**src/rtl/irqs_map.svh**
```systemverilog
// Offsets, field positions, codes and reset values of the interrupt steering block.
// Assumes inclusion by bare name from any file that needs them.
`ifndef IRQS_MAP_SVH
`define IRQS_MAP_SVH

// ****************************************************************
// Register byte offsets
// ****************************************************************
`define IRQS_OFS_ROUTE 8'h00
`define IRQS_OFS_FUNC 8'h04
`define IRQS_OFS_LINES 8'h08
`define IRQS_OFS_STAT 8'h0C
`define IRQS_OFS_CLR 8'h10
`define IRQS_OFS_EN 8'h14

// ****************************************************************
// Fields and reset values
// ****************************************************************
`define IRQS_FUNC_PTR_BIT 6
`define IRQS_FUNC_FPU_BIT 0
`define IRQS_ST_PTR_BIT 0
`define IRQS_ST_FPU_BIT 1
`define IRQS_ST_BOARD_BIT 2
`define IRQS_ST_IGN_BIT 3
`define IRQS_ROUTE_RST 4'h0
`define IRQS_FUNC_RST 8'h00
`define IRQS_EN_RST 4'h0

// ****************************************************************
// Decoded host I/O addresses
// ****************************************************************
`define IRQS_IO_KBD_DATA 16'h0060
`define IRQS_IO_FPU_CLR 16'h00F0

// ****************************************************************
// Routing codes: zero and 12 to 15 disable routing
// ****************************************************************
`define IRQS_RT_IRQ3 4'h1
`define IRQS_RT_IRQ4 4'h2
`define IRQS_RT_IRQ5 4'h3
`define IRQS_RT_IRQ6 4'h4
`define IRQS_RT_IRQ7 4'h5
`define IRQS_RT_IRQ9 4'h6
`define IRQS_RT_IRQ10 4'h7
`define IRQS_RT_IRQ11 4'h8
`define IRQS_RT_IRQ12 4'h9
`define IRQS_RT_IRQ14 4'hA
`define IRQS_RT_IRQ15 4'hB

`endif

```
**src/rtl/irqs_pkg.sv**
```systemverilog
// Types and the routing decode shared by the interrupt steering block.
// Assumes irqs_map.svh is on the include path.
`include "irqs_map.svh"

package irqs_pkg;

    typedef logic [3:0] irqs_route_t;
    typedef logic [15:0] irqs_lines_t;

    typedef enum logic [1:0] {
        FPU_IDLE,
        FPU_REQ,
        FPU_IGN
    } irqs_fpu_state_t;

    // Turns a routing code into a one-hot IRQ vector, all zero when disabled.
    function automatic irqs_lines_t irqs_route_decode(input irqs_route_t code);
        irqs_lines_t v;
        v = 16'h0000;
        case (code)
            `IRQS_RT_IRQ3: v[3] = 1'b1;
            `IRQS_RT_IRQ4: v[4] = 1'b1;
            `IRQS_RT_IRQ5: v[5] = 1'b1;
            `IRQS_RT_IRQ6: v[6] = 1'b1;
            `IRQS_RT_IRQ7: v[7] = 1'b1;
            `IRQS_RT_IRQ9: v[9] = 1'b1;
            `IRQS_RT_IRQ10: v[10] = 1'b1;
            `IRQS_RT_IRQ11: v[11] = 1'b1;
            `IRQS_RT_IRQ12: v[12] = 1'b1;
            `IRQS_RT_IRQ14: v[14] = 1'b1;
            `IRQS_RT_IRQ15: v[15] = 1'b1;
            default: v = 16'h0000;
        endcase
        return v;
    endfunction

endpackage

```
**src/rtl/irqs_if.sv**
```systemverilog
// Signals between the steering front end and the top of the block.
// Assumes one clock domain on both sides.
`timescale 1ns/1ps
`default_nettype none

interface irqs_if;
    import irqs_pkg::*;
    irqs_route_t route;
    logic board_sync;
    logic ptr_sync;
    logic fpu_err_sync;
    irqs_lines_t steered;

    modport front (input route, output board_sync, output ptr_sync, output fpu_err_sync,
        output steered);
    modport core (output route, input board_sync, input ptr_sync, input fpu_err_sync,
        input steered);
endinterface

`default_nettype wire

```
**src/rtl/irqs_top.sv**
```systemverilog
// Auxiliary interrupt logic: board interrupt steering, pointer IRQ12, FPU error IRQ13.
// Assumes host I/O cycles arrive as one-cycle strobes synchronous to clk_i.
//
// Functional notes
// - Board interrupt routes to any of eleven IRQ lines by routing register.
// - Board interrupt input is active high, steered like PCI lines.
// - A routing code disables steering; board input then drives nothing.
// - Pointer function enabled takes the interrupt from the IRQ12 pointer pin.
// - Pointer interrupt raises IRQ12 internally and the CPU interrupt request.
// - In pointer mode an I/O read of 60h releases latched IRQ12.
// - In plain IRQ12 mode a read of 60h leaves IRQ12 unchanged.
// - Reads and writes of 60h still pass through to extended I/O bus.
// - Coprocessor error support works only when its enable bit is set.
// - Active FPU error raises internal IRQ13 and the CPU interrupt request.
// - I/O write to F0h negates IRQ13 and asserts ignore-numeric-error.
// - Ignore-numeric-error stays asserted until FPU error input negates.
// - Ignore-numeric-error is never active while FPU error is inactive.
// - Targets are IRQ15, 14, 12 to 9 and 7 to 3.
// - Steered inputs are synchronised to the clock before routing.
// - The one steered board input may share its IRQ line with other_irq_i.
// - Function bit 6 set selects pointer mode; clear selects plain IRQ12.
`timescale 1ns/1ps
`default_nettype none

module irqs_top
    import irqs_pkg::*;
(
    // Clock and reset
    input wire logic clk_i,
    input wire logic rst_i,
    // Wishbone slave
    input wire logic wb_cyc_i,
    input wire logic wb_stb_i,
    input wire logic wb_we_i,
    input wire logic [7:0] wb_adr_i,
    input wire logic [3:0] wb_sel_i,
    input wire logic [31:0] wb_dat_i,
    output logic [31:0] wb_dat_o,
    output logic wb_ack_o,
    // Host I/O cycle strobes
    input wire logic io_rd_i,
    input wire logic io_wr_i,
    input wire logic [15:0] io_addr_i,
    // Extended I/O bus pass-through
    output logic xio_rd_o,
    output logic xio_wr_o,
    output logic [15:0] xio_addr_o,
    // Interrupt pins
    input wire logic board_irq_in_i,
    input wire logic irq12_pointer_pin_i,
    input wire logic fpu_error_in_n_i,
    input wire logic [15:0] other_irq_i,
    // Toward the interrupt controllers and CPU
    output logic [15:0] irq_lines_o,
    output logic cpu_int_request_o,
    output logic ignore_numeric_error_out_n_o,
    // Block interrupt
    output logic irq_o
);

    // ****************************************************************
    // Decoding helpers
    // ****************************************************************
    // True when an accepted bus write targets the given register offset.
    function automatic logic wb_hit(
        input logic wr,
        input logic [7:0] adr,
        input logic [7:0] ofs
    );
        return wr && (adr == ofs);
    endfunction

    // True when a host I/O strobe targets the given port address.
    function automatic logic io_hit(
        input logic strobe,
        input logic [15:0] addr,
        input logic [15:0] port
    );
        return strobe && (addr == port);
    endfunction

    // ****************************************************************
    // State and wiring
    // ****************************************************************
    irqs_if u_if ();

    // Register bus.
    logic ack_reg, ack_next;
    logic [31:0] dat_reg, dat_next;
    logic wb_req;
    logic wb_rd_start;
    logic wb_wr;

    // Configuration and status.
    irqs_route_t route_reg, route_next;
    logic [7:0] func_reg, func_next;
    logic [3:0] en_reg, en_next;
    logic [3:0] stat_reg, stat_next;
    logic [3:0] stat_set;
    logic [3:0] stat_clr;
    logic board_prev_reg, board_prev_next;

    // Pointer interrupt.
    logic ptr_prev_reg, ptr_prev_next;
    logic ptr_lat_reg, ptr_lat_next;
    logic ptr_mode;
    logic ptr_rise;
    logic ptr_line;
    logic kbd_rd;

    // Coprocessor error handshake.
    irqs_fpu_state_t fpu_reg, fpu_next;
    logic ign_reg, ign_next;
    logic fpu_en;
    logic fpu_error_in_n_act;
    logic fpu_clr_wr;

    // Outputs.
    irqs_lines_t lines_reg, lines_next;
    logic cpu_int_reg, cpu_int_next;
    logic irq_reg, irq_next;
    logic xio_rd_reg, xio_rd_next;
    logic xio_wr_reg, xio_wr_next;
    logic [15:0] xio_addr_reg, xio_addr_next;

    // ****************************************************************
    // Pin synchronisers and board interrupt steering
    // ****************************************************************
    irqs_steer u_steer (
        .clk_i(clk_i),
        .rst_i(rst_i),
        .board_irq_in_i(board_irq_in_i),
        .irq12_pointer_pin_i(irq12_pointer_pin_i),
        .fpu_error_in_n_i(fpu_error_in_n_i),
        .bus(u_if.front)
    );

    assign u_if.route = route_reg;

    // ****************************************************************
    // Register bus
    // ****************************************************************
    // Ack comes one cycle after the request; writes land on the ack edge.
    always_comb begin
        wb_req = wb_cyc_i & wb_stb_i;
        wb_rd_start = wb_req & ~ack_reg;
        wb_wr = wb_req & ack_reg & wb_we_i & wb_sel_i[0];
        ack_next = wb_req & ~ack_reg;
        dat_next = dat_reg;
        if (wb_rd_start) begin
            case (wb_adr_i)
                `IRQS_OFS_ROUTE: dat_next = {28'h000_0000, route_reg};
                `IRQS_OFS_FUNC: dat_next = {24'h00_0000, func_reg};
                `IRQS_OFS_LINES: dat_next = {16'h0000, lines_reg};
                `IRQS_OFS_STAT: dat_next = {28'h000_0000, stat_reg};
                `IRQS_OFS_EN: dat_next = {28'h000_0000, en_reg};
                default: dat_next = 32'h0000_0000;
            endcase
        end
    end

    always_ff @(posedge clk_i) begin
        if (rst_i) begin
            ack_reg <= 1'b0;
            dat_reg <= 32'h0000_0000;
        end else begin
            ack_reg <= ack_next;
            dat_reg <= dat_next;
        end
    end

    // ****************************************************************
    // Configuration and status registers
    // ****************************************************************
    // Status bits are sticky; a hardware set beats a clear in the same cycle.
    always_comb begin
        route_next = route_reg;
        func_next = func_reg;
        en_next = en_reg;
        if (wb_hit(wb_wr, wb_adr_i, `IRQS_OFS_ROUTE)) begin
            route_next = wb_dat_i[3:0];
        end
        if (wb_hit(wb_wr, wb_adr_i, `IRQS_OFS_FUNC)) begin
            func_next = wb_dat_i[7:0];
        end
        if (wb_hit(wb_wr, wb_adr_i, `IRQS_OFS_EN)) begin
            en_next = wb_dat_i[3:0];
        end
        board_prev_next = u_if.board_sync;
        stat_set = 4'h0;
        stat_set[`IRQS_ST_PTR_BIT] = ptr_rise & ptr_mode;
        stat_set[`IRQS_ST_FPU_BIT] = u_if.fpu_err_sync & fpu_en;
        stat_set[`IRQS_ST_BOARD_BIT] = u_if.board_sync & ~board_prev_reg;
        stat_set[`IRQS_ST_IGN_BIT] = ign_next & ~ign_reg;
        if (wb_hit(wb_wr, wb_adr_i, `IRQS_OFS_CLR)) begin
            stat_clr = wb_dat_i[3:0];
        end else begin
            stat_clr = 4'h0;
        end
        stat_next = (stat_reg & ~stat_clr) | stat_set;
        irq_next = |(stat_reg & en_reg);
    end

    always_ff @(posedge clk_i) begin
        if (rst_i) begin
            route_reg <= `IRQS_ROUTE_RST;
            func_reg <= `IRQS_FUNC_RST;
            en_reg <= `IRQS_EN_RST;
            stat_reg <= 4'h0;
            board_prev_reg <= 1'b0;
            irq_reg <= 1'b0;
        end else begin
            route_reg <= route_next;
            func_reg <= func_next;
            en_reg <= en_next;
            stat_reg <= stat_next;
            board_prev_reg <= board_prev_next;
            irq_reg <= irq_next;
        end
    end

    // ****************************************************************
    // Pointer interrupt on IRQ12
    // ****************************************************************
    // The edge detector resets low, the idle level of the pin, so reset
    // release makes no false edge.
    always_comb begin
        ptr_mode = func_reg[`IRQS_FUNC_PTR_BIT];
        kbd_rd = io_hit(io_rd_i, io_addr_i, `IRQS_IO_KBD_DATA);
        ptr_rise = u_if.ptr_sync & ~ptr_prev_reg;
        ptr_prev_next = u_if.ptr_sync;
        ptr_lat_next = ptr_lat_reg;
        if (!ptr_mode) begin
            ptr_lat_next = 1'b0;
        end else if (ptr_rise) begin
            ptr_lat_next = 1'b1;
        end else if (kbd_rd) begin
            ptr_lat_next = 1'b0;
        end
        // Plain mode passes the pin through, untouched by port reads.
        if (ptr_mode) begin
            ptr_line = ptr_lat_reg;
        end else begin
            ptr_line = u_if.ptr_sync;
        end
    end

    always_ff @(posedge clk_i) begin
        if (rst_i) begin
            ptr_prev_reg <= 1'b0;
            ptr_lat_reg <= 1'b0;
        end else begin
            ptr_prev_reg <= ptr_prev_next;
            ptr_lat_reg <= ptr_lat_next;
        end
    end

    // ****************************************************************
    // Coprocessor error and ignore handshake
    // ****************************************************************
    // The raw error pin drives this machine so the ignore output can
    // follow it without synchroniser lag.
    always_comb begin
        fpu_en = func_reg[`IRQS_FUNC_FPU_BIT];
        fpu_error_in_n_act = ~fpu_error_in_n_i;
        fpu_clr_wr = io_hit(io_wr_i, io_addr_i, `IRQS_IO_FPU_CLR);
        fpu_next = fpu_reg;
        case (fpu_reg)
            FPU_IDLE: begin
                if (fpu_en && fpu_error_in_n_act) begin
                    fpu_next = FPU_REQ;
                end
            end
            FPU_REQ: begin
                if (!fpu_error_in_n_act || !fpu_en) begin
                    fpu_next = FPU_IDLE;
                end else if (fpu_clr_wr) begin
                    fpu_next = FPU_IGN;
                end
            end
            FPU_IGN: begin
                if (!fpu_error_in_n_act) begin
                    fpu_next = FPU_IDLE;
                end
            end
            default: begin
                fpu_next = FPU_IDLE;
            end
        endcase
        ign_next = (fpu_next == FPU_IGN);
    end

    always_ff @(posedge clk_i) begin
        if (rst_i) begin
            fpu_reg <= FPU_IDLE;
            ign_reg <= 1'b0;
        end else begin
            fpu_reg <= fpu_next;
            ign_reg <= ign_next;
        end
    end

    // ****************************************************************
    // IRQ lines, CPU request and I/O pass-through
    // ****************************************************************
    always_comb begin
        lines_next = other_irq_i | u_if.steered;
        lines_next[12] = lines_next[12] | ptr_line;
        lines_next[13] = lines_next[13] | (fpu_reg == FPU_REQ);
        cpu_int_next = |lines_next;
        xio_rd_next = io_rd_i;
        xio_wr_next = io_wr_i;
        xio_addr_next = io_addr_i;
    end

    always_ff @(posedge clk_i) begin
        if (rst_i) begin
            lines_reg <= 16'h0000;
            cpu_int_reg <= 1'b0;
            xio_rd_reg <= 1'b0;
            xio_wr_reg <= 1'b0;
            xio_addr_reg <= 16'h0000;
        end else begin
            lines_reg <= lines_next;
            cpu_int_reg <= cpu_int_next;
            xio_rd_reg <= xio_rd_next;
            xio_wr_reg <= xio_wr_next;
            xio_addr_reg <= xio_addr_next;
        end
    end

    // ****************************************************************
    // Output drive
    // ****************************************************************
    assign wb_ack_o = ack_reg;
    assign wb_dat_o = dat_reg;
    assign xio_rd_o = xio_rd_reg;
    assign xio_wr_o = xio_wr_reg;
    assign xio_addr_o = xio_addr_reg;
    assign irq_lines_o = lines_reg;
    assign cpu_int_request_o = cpu_int_reg;
    assign irq_o = irq_reg;

    // Gated by the live pin so ignore drops the moment the error clears.
    assign ignore_numeric_error_out_n_o = ~(ign_reg & fpu_error_in_n_act);

endmodule // irqs_top
`default_nettype wire

```
**src/rtl/irqs_steer.sv**
```systemverilog
// Synchronises the raw interrupt pins and steers the board interrupt.
// Assumes the pins may be asynchronous to clk_i.
`timescale 1ns/1ps
`default_nettype none

module irqs_steer
    import irqs_pkg::*;
(
    // Clock and reset
    input wire logic clk_i,
    input wire logic rst_i,
    // Raw pins
    input wire logic board_irq_in_i,
    input wire logic irq12_pointer_pin_i,
    input wire logic fpu_error_in_n_i,
    // Core side
    irqs_if.front bus
);

    logic [2:0] s1_reg, s1_next;
    logic [2:0] s2_reg, s2_next;

    // ****************************************************************
    // Two-stage synchronisers
    // ****************************************************************
    always_comb begin
        s1_next = {~fpu_error_in_n_i, irq12_pointer_pin_i, board_irq_in_i};
        s2_next = s1_reg;
    end

    always_ff @(posedge clk_i) begin
        if (rst_i) begin
            s1_reg <= 3'h0;
            s2_reg <= 3'h0;
        end else begin
            s1_reg <= s1_next;
            s2_reg <= s2_next;
        end
    end

    assign bus.board_sync = s2_reg[0];
    assign bus.ptr_sync = s2_reg[1];
    assign bus.fpu_err_sync = s2_reg[2];

    // Active-high board request onto the selected line, nothing when disabled.
    assign bus.steered = s2_reg[0] ? irqs_route_decode(bus.route) : 16'h0000;

endmodule // irqs_steer

`default_nettype wire

```
**config.mk**
```make
export PLATFORM = sky130hd
export DESIGN_NAME = irqs_top
export DESIGN_NICKNAME = d
export VERILOG_FILES = /design/src/rtl/irqs_pkg.sv /design/src/rtl/irqs_if.sv /design/src/rtl/irqs_top.sv /design/src/rtl/irqs_steer.sv
export VERILOG_INCLUDE_DIRS = /design/src /design/src/rtl
export SDC_FILE = /design/constraint.sdc
export NUM_CORES = 1
export LEC_CHECK = 0
export BUFFER_PORTS_ARGS = -buffer_cell sky130_fd_sc_hd__clkbuf_2
export CORE_ASPECT_RATIO = 0.7
export CORE_MARGIN = 8
export CORE_UTILIZATION = 50
export CTS_CLUSTER_DIAMETER = 120
export DETAILED_ROUTE_END_ITERATION = 8
export PLACE_DENSITY_LB_ADDON = 0.1
export SETUP_SLACK_MARGIN = 0.2
export SLEW_MARGIN = 10
export SYNTH_ARGS = -nofsm -noshare
export SYNTH_HDL_FRONTEND = slang
export SYNTH_SLANG_ARGS = --single-unit
```
**constraint.sdc**
```tcl
create_clock -name clk_i -period 2.9 [get_ports clk_i]
set_input_delay 0.145 -clock clk_i [delete_from_list [all_inputs] [get_ports clk_i]]
set_output_delay 0.145 -clock clk_i [all_outputs]
set_load 0.01 [all_outputs]
```
==> summary.txt, run 1 <==
Detailed routing
  – Wirelength per Cell: approximately 15 um
  – Drt pass-1 iters: 4
  – Total routed wirelength: 8.635 mm
  – Vias: about 2800
  – Vias/cell: about 5.0
  – DRT iter0 DRCs: ~200
  – Post-route ant nets: 0
  – Post-route DRC: 0

CTS
  – Clk_lat worst skew: approximately 0.35 ns
  – PostCTS Resize Cnt: 0
  – CTS Sinks: 85
  – CTS tree: built
  – Clock slew at reported path FFs: around 0.090 ns
  – CTS Buf Count: 9
  – H-tree Lvls: 3
  – Bufs on Longest Clock Path: 2
  – CTS root buf: clkbuf_8
  – Setup bufs post-CTS: 0

Yosys
  – Mapped Cells: 350
  – Post-synth EDFFs: 0
  – Main flop type after synthesis: dfxtp_1
  – Flops & latches, synth: 85
  – Dominant cell type by area after synthesis: dfxtp_1
  – Synth top area share: between 50% and 60%
  – Register area share after synthesis: roughly 51%
  – Synth top area cells: dfxtp_1, nor2b_1, mux2i_1, nor2_1, buf_4
  – Syn Area/Cell: just under 10 sq um
  – Synth cell types: 43
  – Syn Std Cell Area: roughly 0.0034 sq mm
  – YS warnings: 0
  – FFs w/ async S/R, synth: 0%

Layout
  – Area grow syn2layout: 23.42%
  – Ratio of cells with drive above 1 in the final layout: 30.84%
  – Multi-input logic area: around 0.0015 sq mm
  – Commonest non-fill, non-tap cell in the layout: clkbuf_2
  – Nets: 549
  – ANT cells: 0
  – Sequential cell area: between 0.0015 and 0.002 sq mm
  – Filler Cell Count: roughly 600
  – Most frequent cells in the layout: clkbuf_2, dfxtp_1, nor2_1

Placement
  – Hpwl dp: between 6 and 7 mm
  – Number of port buffers: ~110
  – GP Congestion: 0.8448

GRT
  – Initial antenna violation count: 0
  – Busiest layer in global routing: met2
  – Total GRT Usage: about 18%
  – Grt met2 use: approximately a quarter
  – Met3 global-route usage: 6.519%
  – Met1 Use GR: about a quarter
  – Vias in the first global route: 2685
  – First-pass GRT wire length: 13.60 mm
  – Largest net degree at the start of global routing: 73
  – GRT overflow: 0

Power and ir drop
  – Pwr/cell area: between 500 and 600 mW/mm^2
  – Maximum VDD drop: 0.0002763 V
  – Leakage: roughly 1.9 nW

Critical path
  – Critical path capture point type: flop
  – CP Max Fanout: 18
  – Crit start category: flop
  – CP arrival: approximately 1.9 ns
  – Worst Path Required: about 3.2 ns
  – Critical path type: reg2reg

Timing
  – Final setup vio count: 0
  – Unrepaired setup endpoints after global routing: false
  – Fin crit share: ~55%
  – Hold Vio Cnt, Final: 0
  – Clock skew: 0.009676 ns
  – Fin. max-slew vios: 0
  – Normalized max-slew margin: about half
  – Actual slew at the worst max-slew pin: 0.7312 ns
  – Setup TNS: 0 ns
  – Post-route minimum period: 1.603 ns
  – WHS: approximately 0.011 ns
  – Fmax achieved: 623.9 MHz

Die
  – Die area: a little under 0.01 sq mm
  – Placeable Area: ~0.0066 sq mm
  – Die H: around 85 um
  – # IOs: 156
  – # rows: 25
  – Initial Utilization: about half
  – Die span in x: approximately 110 um

Min path
  – Min-Delay Path Class: in2reg

Flow run
  – Max-cap violations: 0

Status
  – Status: finished, final reports clean
## worst max-delay path: stages (launching register included)
cell and delay (ns):
dfxtp_1 0.33, nand3b_1 0.15, buf_4 0.21, nor4b_4 0.57
a22oi_1 0.13, nor2_1 0.12
## routing by layer
| layer | up-vias | part of all wire, % |
|---|---|---|
| li1 | 1408 | - |
| met1 | 1278 | 47 |
| met2 | 97 | 44 |
| met3 | 4 | 8.3 |
| met4 | 0 | 0.59 |
| met5 | - | 0 |
## per-stage QoR
step | instance area, sq um | util (%) | worst slack (ns) | power [mW] | instances
floorplan | 3417 | - | 1.537 | 1.363 | 365
global placement | 3919 | 59.09 | 1.309 | 1.442 | 543
detailed placement | 3919 | 59.09 | 1.261 | 1.445 | 543
CTS | 4138 | 62.40 | 1.309 | 2.273 | 560
global route | 4148 | 62.55 | 1.193 | 2.346 | 561
finish | 4148 | 62.55 | 1.297 | 2.251 | 561
## cell type report
| cell class | count | share of cell area (%) |
|---|---|---|
| sequential | 85 | 41.03 |
| timing repair buffer | 117 | 14.60 |
| inverter | 4 | 0.3620 |
| tap | 94 | 2.836 |
| clock buffer | 10 | 3.318 |
| multi-input combinational | 246 | 36.38 |
| clock inverter | 5 | 1.478 |
## final timing paths
kind | slack [ns] | to | startpoint | cells past startpoint
setup / recovery | 1.30 | wb_dat_o[8] | wb_ack_o | 5
hold reg to reg | 0.43 | u_steer.s2_reg[1] | u_steer.s1_reg[1] | 1
setup reg to reg | 1.30 | wb_dat_o[8] | wb_ack_o | 5
hold / removal | 0.01 | xio_addr_o[6] | io_addr_i[6] | 2
## cell families after synthesis
family,after synthesis,share of synthesized area [%]
AO/OA/AOI/OAI,58,11.32
multiplexers,20,6.106
other,1,0.1116
buffers and inverters,34,6.143
flip-flops,85,50.63
AND/OR/NAND/NOR,152,25.69
## report_power, final
| part | internal [mW] | switching, mW |
|---|---|---|
| registers | 1.20 | 0.0155 |
| clock network | 0.418 | 0.412 |
| logic | 0.0851 | 0.119 |
| total | 1.70 | 0.547 |
## Yosys cell counts (all sizes together) (3+ instances only)
library cell / n
nor2b: 39
nand4: 3
buf: 22
clkbuf: 8
nor4: 6
a21oi: 25
a22o: 8
a22oi: 10
inv: 4
nor2: 41
a311oi: 4
dfxtp: 85
nand2b: 3
nand2: 29
mux2i: 16
nand3: 9
and2: 5
o21ai: 4
nand3b: 3
nor4b: 4
mux2: 4
nor3: 4
## repair_timing
action	CTS	global route
setup endpoints to repair	0	0
hold buffers	2	1
hold endpoints to repair	2	1
Note: power is estimated with default switching activity, not from simulation.
==> inputs of run 2 (changes only) <==
--- a/config.mk
+++ b/config.mk
@@ -9,7 +9,7 @@
 export BUFFER_PORTS_ARGS = -buffer_cell sky130_fd_sc_hd__clkbuf_2
 export CORE_ASPECT_RATIO = 0.7
 export CORE_MARGIN = 8
-export CORE_UTILIZATION = 50
+export CORE_UTILIZATION = 42
 export CTS_CLUSTER_DIAMETER = 120
 export DETAILED_ROUTE_END_ITERATION = 8
 export PLACE_DENSITY_LB_ADDON = 0.1
==> constraint.sdc (replaced) <==
create_clock -name clk_i -period 1.3 [get_ports clk_i]
set_input_delay 0.065 -clock clk_i [delete_from_list [all_inputs] [get_ports clk_i]]
set_output_delay 0.065 -clock clk_i [all_outputs]
set_load 0.01 [all_outputs]
==> summary.txt, run 2 (same netlist as run 1, synthesis figures left out) <==
CTS
  – Clk_lat worst skew: 0.33 ns (was 0.35 ns)
  – Bufs on Longest Clock Path: 2 (unchanged)
  – CTS root buf: clkbuf_16 (was clkbuf_8)
  – CTS Buf Count: 9 (unchanged)
  – Clock slew at reported path FFs: 0.06 ns (was 0.09 ns)
  – CTS Sinks: 85 (unchanged)
  – H-tree Lvls: 3 (unchanged)
  – CTS tree: built (unchanged)

Power and ir drop
  – Maximum VDD drop: 0.0006583 V (was 0.0002763 V)
  – Sw Share: 23.56% (was 24.29%)
  – Switch Pwr: 1.358 mW (was 546.7 uW)
  – Leakage: 2.269 nW (was 1.897 nW)
  – Pwr/cell area: 1165 mW/mm^2 (was 542.7 mW/mm^2)
  – P_int: 4.406 mW (was 1.704 mW)
  – Seq pwr share: 47.1% (was 54.1%)
  – Gate power share: 10.6% (was 9.1%)
  – Clock power share: 42.3% (was 36.9%)
  – Final Total Pwr: 5.763 mW (was 2.251 mW)

Layout
  – Commonest non-fill, non-tap cell in the layout: clkbuf_2 (unchanged)
  – Most frequent cells in the layout: clkbuf_2, dfxtp_1, nor2_1, dlygate4sd3_1, nor2b_1 (was clkbuf_2, dfxtp_1, nor2_1)
  – Post-layout util: 63.41% (was 62.55%)
  – Area grow syn2layout: 47.25% (was 23.42%)
  – Filler Cell Count: 663 (was 612)
  – Ratio of cells with drive above 1 in the final layout: 36.72% (was 30.84%)
  – Non-filler cells, final: 632 (was 561)
  – ANT cells: 0 (unchanged)
  – Sequential cell area: 0.001712 sq mm (was 0.001702 sq mm)
  – Multi-input logic area: 0.001608 sq mm (was 0.001509 sq mm)
  – Nets: 612 (was 549)

Detailed routing
  – DRT iter0 DRCs: 163 (was 195)
  – Met3 WL: 678 um (was 719 um)
  – Post-route ant nets: 0 (unchanged)
  – Drt pass-1 iters: 5 (was 4)
  – Wirelength per Cell: 15.23 um (was 15.39 um)
  – WL met2: 4.412 mm (was 3.820 mm)
  – Vias/cell: 4.850 (was 4.968)
  – Total routed wirelength: 9.624 mm (was 8.635 mm)
  – Post-route DRC: 0 (unchanged)
  – Vias: 3065 (was 2787)
  – Uppermost layer routed: met4 (unchanged)
  – Met1 Wirelength: 4.452 mm (was 4.044 mm)

Timing
  – Post-route minimum period: 1.338 ns (was 1.603 ns)
  – Final WS setup: -0.03812 ns (was 1.297 ns)
  – Clock skew: 0.008248 ns (was 0.009676 ns)
  – Fin. max-slew vios: 0 (unchanged)
  – WHS: 0.02028 ns (was 0.01070 ns)
  – Fin crit share: 102.9% (was 55.27%)
  – Unrepaired setup endpoints after global routing: true (was false)
  – Final setup vio count: 8 (was 0)
  – Fmax achieved: 747.3 MHz (was 623.9 MHz)
  – Hold Vio Cnt, Final: 0 (unchanged)

Placement
  – Hpwl dp: 7.167 mm (was 6.550 mm)
  – Cell total after placement: 572 (was 543)
  – GP Congestion: 0.8304 (was 0.8448)
  – Number of port buffers: 112 (unchanged)

GRT
  – Total GRT Usage: 17.36% (was 17.75%)
  – First-pass GRT wire length: 15.57 mm (was 13.60 mm)
  – GRT overflow: 0 (unchanged)
  – Vias in the first global route: 3159 (was 2685)
  – Largest net degree at the start of global routing: 30 (was 73)
  – Initial antenna violation count: 0 (unchanged)

Critical path
  – CP arrival: 1.60 ns (was 1.88 ns)
  – Worst r2r path cells: 6 (was 5)
  – Critical path type: reg2reg (unchanged)
  – Critical path capture point type: flop (unchanged)
  – Reg2reg setup slack: -0.04 ns (was 1.30 ns)
  – Reg-to-Reg Start: wb_ack_o (unchanged)
  – CP Max Fanout: 8 (was 18)
  – Worst Path Required: 1.56 ns (was 3.18 ns)
  – Crit start category: flop (unchanged)
  – Terminus of the critical flop-to-flop path: wb_dat_o[8] (unchanged)

Die
  – # IOs: 156 (unchanged)
  – Initial Utilization: 43.07% (was 50.68%)
  – Die span in x: 122.9 um (was 114.0 um)
  – Die area: 0.01117 sq mm (was 0.009643 sq mm)
  – Placeable Area: 0.007804 sq mm (was 0.006631 sq mm)
  – Die H: 90.84 um (was 84.60 um)
  – # rows: 27 (was 25)

Status
  – Status: finished, violations left (was finished, final reports clean)
  – Violated checks: negative setup slack

Min path
  – Hold Path End: func_reg[0] (was xio_addr_o[6])
  – Hold wc startpoint: wb_dat_i[0] (was io_addr_i[6])
  – Min-Delay Path Class: in2reg (unchanged)
  – Worst hold stages: 3 (was 2)

Flow run
  – Max-cap violations: 0 (unchanged)
-- run 2: repair_timing --
item,CTS,global route
hold buffers,40,0
gates resized for setup,12,21
pin swaps,3,6
gates cloned,0,0
setup endpoints to repair,37,49
buffers inserted,2,2
endpoints found under the hold margin,40,0
-- run 2: final cells by class --
cell class	count	area share, %
tap	101	2.554
clock inverter	3	0.5310
multi-input combinational	246	32.49
clock buffer	13	5.259
timing repair buffer	180	24.27
sequential	85	34.59
inverter	4	0.3034
-- run 2: critical path, stage by stage (launching register included) --
cell and delay [ns]:
dfxtp_2 0.33, buf_6 0.11, nand3b_1 0.21, nor4b_4 0.26, buf_6 0.18, a22oi_1 0.08
nor2_1 0.11
-- run 2: stage by stage --
stage | setup WS (ns) | cell area (sq um) | setup TNS, ns
2_1_floorplan | -0.001893 | 3452 | -0.01511
4_1_cts | -0.04745 | 4870 | -0.1904
3_5_place_dp | -0.1321 | 4136 | -2.184
6_report | -0.03812 | 4949 | -0.1631
3_3_place_gp | -0.1367 | 4136 | -1.729
5_1_grt | -0.09957 | 4949 | -1.132
-- run 2: layer usage --
| layer | up-vias | global-route usage [%] |
|---|---|---|
| li1 | 1534 | - |
| met1 | 1430 | 22.37 |
| met2 | 93 | 26.91 |
| met3 | 8 | 6.121 |
| met4 | 0 | 4.146 |
| met5 | - | 0 |
-- run 2: power by group through the flow --
stage	logic, mW	clock network [mW]	registers (mW)
2_1_floorplan	0.244	0	2.80
3_3_place_gp	0.492	0	2.77
3_5_place_dp	0.495	0	2.78
4_1_cts	0.594	2.48	2.72
5_1_grt	0.662	2.59	2.72
6_report	0.608	2.44	2.72
-- run 2: how the worst max path moves through the flow --
stage                   end  cells after the start          from
3_3_place_gp    stat_reg[3]                      6  io_addr_i[8]
6_report        wb_dat_o[8]                      6      wb_ack_o
3_5_place_dp    wb_dat_o[8]                      7   wb_adr_i[5]
4_1_cts         wb_dat_o[8]                      6      wb_ack_o
5_1_grt         wb_dat_o[8]                      6      wb_ack_o
2_1_floorplan  wb_dat_o[10]                      4      wb_ack_o
==> inputs of run 3 (changes only) <==
--- a/config.mk
+++ b/config.mk
@@ -6,9 +6,10 @@
 export SDC_FILE = /design/constraint.sdc
 export NUM_CORES = 1
 export LEC_CHECK = 0
+export ABC_AREA = 1
 export BUFFER_PORTS_ARGS = -buffer_cell sky130_fd_sc_hd__clkbuf_2
 export CORE_ASPECT_RATIO = 0.7
-export CORE_MARGIN = 8
+export CORE_MARGIN = 3
 export CORE_UTILIZATION = 42
 export CTS_CLUSTER_DIAMETER = 120
 export DETAILED_ROUTE_END_ITERATION = 8
==> summary.txt, run 3 <==
Power and ir drop
  – Pwr/cell area: 1175 mW/mm^2 (was 1165 mW/mm^2)
  – Leakage: 2.454 nW (was 2.269 nW)
  – Maximum VDD drop: 0.0008046 V (was 0.0006583 V)

Critical path
  – Crit start category: flop (unchanged)
  – CP Max Fanout: 7 (was 8)
  – Worst r2r path cells: 7 (was 6)
  – Critical path capture point type: flop (unchanged)
  – CP max-delay cell: dfxtp_2 (unchanged)
  – Critical path type: reg2reg (unchanged)
  – CP top delay family: simple AND/OR/NAND/NOR gates (unchanged)
  – Crit path cell chain: nand3_2, nor2_4, nand2_2, nor2_4, nand2_2, a21oi_2, nor2_1 (was buf_6, nand3b_1, nor4b_4, buf_6, a22oi_1, nor2_1)
  – Worst Path Required: 1.53 ns (was 1.56 ns)
  – CP arrival: 1.46 ns (was 1.60 ns)
  – Crit path largest cell delay: 0.34 ns (was 0.33 ns)
  – Critical Path Stages: 7 (was 6)
  – Reg2reg setup slack: 0.07 ns (was -0.04 ns)
  – CP bufs+invs: 0 (was 2)

Detailed routing
  – DRT iter0 DRCs: 231 (was 163)
  – Wirelength per Cell: 12.91 um (was 15.23 um)
  – WL met2: 4.317 mm (was 4.412 mm)
  – Vias: 3501 (was 3065)
  – Total routed wirelength: 9.684 mm (was 9.624 mm)
  – Uppermost layer routed: met4 (unchanged)
  – Drt pass-1 iters: 5 (unchanged)
  – Post-route ant nets: 0 (unchanged)
  – Vias/cell: 4.668 (was 4.850)
  – Post-route DRC: 0 (unchanged)
  – Met3 WL: 694 um (was 678 um)
  – Met1 Wirelength: 4.503 mm (was 4.452 mm)

Layout
  – Final std cell area, no fill: 0.005021 sq mm (was 0.004949 sq mm)
  – ANT cells: 0 (unchanged)
  – Nets: 730 (was 612)
  – Most frequent cells in the layout: clkbuf_2, nand2_1, dfxtp_1 (was clkbuf_2, dfxtp_1, nor2_1, dlygate4sd3_1, nor2b_1)
  – Non-filler cells, final: 750 (was 632)
  – Commonest non-fill, non-tap cell in the layout: clkbuf_2 (unchanged)
  – Area grow syn2layout: 43.37% (was 47.25%)
  – Ratio of cells with drive above 1 in the final layout: 30.35% (was 36.72%)

Die
  – Die span in x: 115.1 um (was 122.9 um)
  – # rows: 27 (unchanged)
  – # IOs: 156 (unchanged)
  – Placeable Area: 0.007973 sq mm (was 0.007804 sq mm)
  – Initial Utilization: 43.93% (was 43.07%)
  – Die area: 0.009488 sq mm (was 0.01117 sq mm)
  – Die H: 82.40 um (was 90.84 um)

Timing
  – Fmax achieved: 810.8 MHz (was 747.3 MHz)
  – Clock skew: 0.005403 ns (was 0.008248 ns)
  – Final setup vio count: 0 (was 8)
  – Fin crit share: 94.88% (was 102.9%)
  – Setup TNS: 0 ns (was -0.1631 ns)
  – Post-route minimum period: 1.233 ns (was 1.338 ns)
  – Hold Vio Cnt, Final: 0 (unchanged)
  – Unrepaired setup endpoints after global routing: true (unchanged)
  – Fin. max-slew vios: 0 (unchanged)

GRT
  – GRT overflow: 0 (unchanged)
  – Total GRT Usage: 21.06% (was 17.36%)
  – Vias in the first global route: 3208 (was 3159)
  – Largest net degree at the start of global routing: 30 (unchanged)
  – First-pass GRT wire length: 15.39 mm (was 15.57 mm)
  – Initial antenna violation count: 0 (unchanged)

Yosys
  – Main combinational cell family by area after synthesis: simple AND/OR/NAND/NOR gates (unchanged)
  – Post-synth EDFFs: 0 (unchanged)
  – Dominant cell type by area after synthesis: dfxtp_1 (unchanged)
  – Mapped Cells: 478 (was 350)
  – Synth top area share: 48.59% (was 50.63%)
  – Synth cell types: 26 (was 43)
  – Complex-gate fraction of the synthesized area: 11.40% (was 11.32%)
  – Mux share of post-synthesis cell area: 0% (was 6.106%)
  – Synth top area cells: dfxtp_1, nand2_1, nor2_1, inv_1, a21oi_1 (was dfxtp_1, nor2b_1, mux2i_1, nor2_1, buf_4)
  – Flops & latches, synth: 85 (unchanged)
  – Most common cell in the netlist: nand2_1 (was dfxtp_1)
  – Syn Area/Cell: 7.327 sq um (was 9.602 sq um)
  – Synth Area in Simple Gates: 27.37% (was 25.69%)
  – XOR/XNOR share of the synthesized area: 0% (unchanged)
  – YS warnings: 0 (unchanged)
  – Register area share after synthesis: 48.59% (was 50.63%)
  – Syn Std Cell Area: 0.003502 sq mm (was 0.003361 sq mm)
  – Synth Area in Adders: 0% (unchanged)
  – Most frequent cells after synthesis: nand2_1, dfxtp_1, nor2_1, inv_1, a21oi_1 (was dfxtp_1, nor2_1, nor2b_1, nand2_1, a21oi_1)
  – Main flop type after synthesis: dfxtp_1 (unchanged)
  – FFs w/ async S/R, synth: 0% (unchanged)

CTS
  – Bufs on Longest Clock Path: 2 (unchanged)
  – CTS Sinks: 85 (unchanged)
  – H-tree Lvls: 3 (unchanged)
  – CTS Buf Count: 9 (unchanged)
  – CTS root buf: clkbuf_16 (unchanged)
  – Clock slew at reported path FFs: 0.06 ns (about the same)
  – CTS tree: built (unchanged)
  – Clk_lat worst skew: 0.34 ns (was 0.33 ns)

Placement
  – Cell total after placement: 689 (was 572)
  – Hpwl dp: 6.801 mm (was 7.167 mm)
  – Area post-placement: 0.004190 sq mm (was 0.004136 sq mm)
  – Number of port buffers: 112 (unchanged)
  – GP Congestion: 0.8810 (was 0.8304)

Min path
  – Min-Delay Path Class: in2reg (unchanged)
  – Worst hold stages: 3 (unchanged)

Flow run
  – Max-cap violations: 0 (unchanged)

Status
  – Status: finished, final reports clean (was finished, violations left)
-- run 3: worst paths after layout --
| check | from | end |
|---|---|---|
| worst min register to register | u_steer.s1_reg[1] | u_steer.s2_reg[1] |
| worst max-delay path | wb_ack_o | stat_reg[2] |
| worst max register to register | wb_ack_o | stat_reg[2] |
| worst min-delay path | wb_dat_i[6] | func_reg[6] |
-- run 3: cell type report --
type,instances,area (sq um)
clock buffers,9,225.2
inverters,66,247.7
repair buffers,170,1130
well taps,101,126.4
fillers,723,2952
clock inverters,7,75.07
flip-flops and latches,85,1708
multi-input cells,312,1509
-- run 3: repair_timing --
| action | 4_1_cts | 5_1_grt |
|---|---|---|
| resized for setup | 19 | 23 |
| gates cloned | 1 | 0 |
| pin swaps | 9 | 5 |
| endpoints found under the setup margin | 23 | 36 |
| hold buffers | 38 | 0 |
| setup buffers | 4 | 2 |
| hold endpoints to repair | 38 | 0 |
-- run 3: cell families (layout without fill, tap and decap cells) --
| group | Yosys count | after routing |
|---|---|---|
| AND/OR/NAND/NOR | 221 | 222 |
| buffers and inverters | 97 | 252 |
| flip-flops | 85 | 85 |
| AO/OA/AOI/OAI | 74 | 74 |
| other | 1 | 16 |
-- run 3: through the flow --
stage               power, mW  hold slack (ns)  util, %  setup WS (ns)
detailed placement      3.302           0.2603    52.56       -0.04160
global placement        3.298           0.2568    52.56       0.001123
floorplan               3.083           0.1374        -        0.06109
finish                  5.898          0.01424    62.98        0.06659
global route            6.171          0.02560    62.98       -0.02528
CTS                     5.949         0.006188    62.21        0.09899
-- run 3: report_power, final --
group,total [mW],switching (mW),internal (mW)
Combinational,0.618,0.335,0.282
Sequential,2.74,0.0418,2.70
Clock,2.54,1.05,1.49
Total,5.90,1.42,4.47
-- run 3: per-layer routing --
layer  track usage (%)  up-vias
met5                 0        -
met4             8.206        0
met3             5.390       13
met2             32.16      138
met1             28.69     1557
li1                  -     1793
-- run 3: worst reg2reg max path: cells and delay by family (launching register included) --
family,cells,cell delay [ns]
flops,1,0.34
simple gates,6,0.65
compound gates,1,0.12
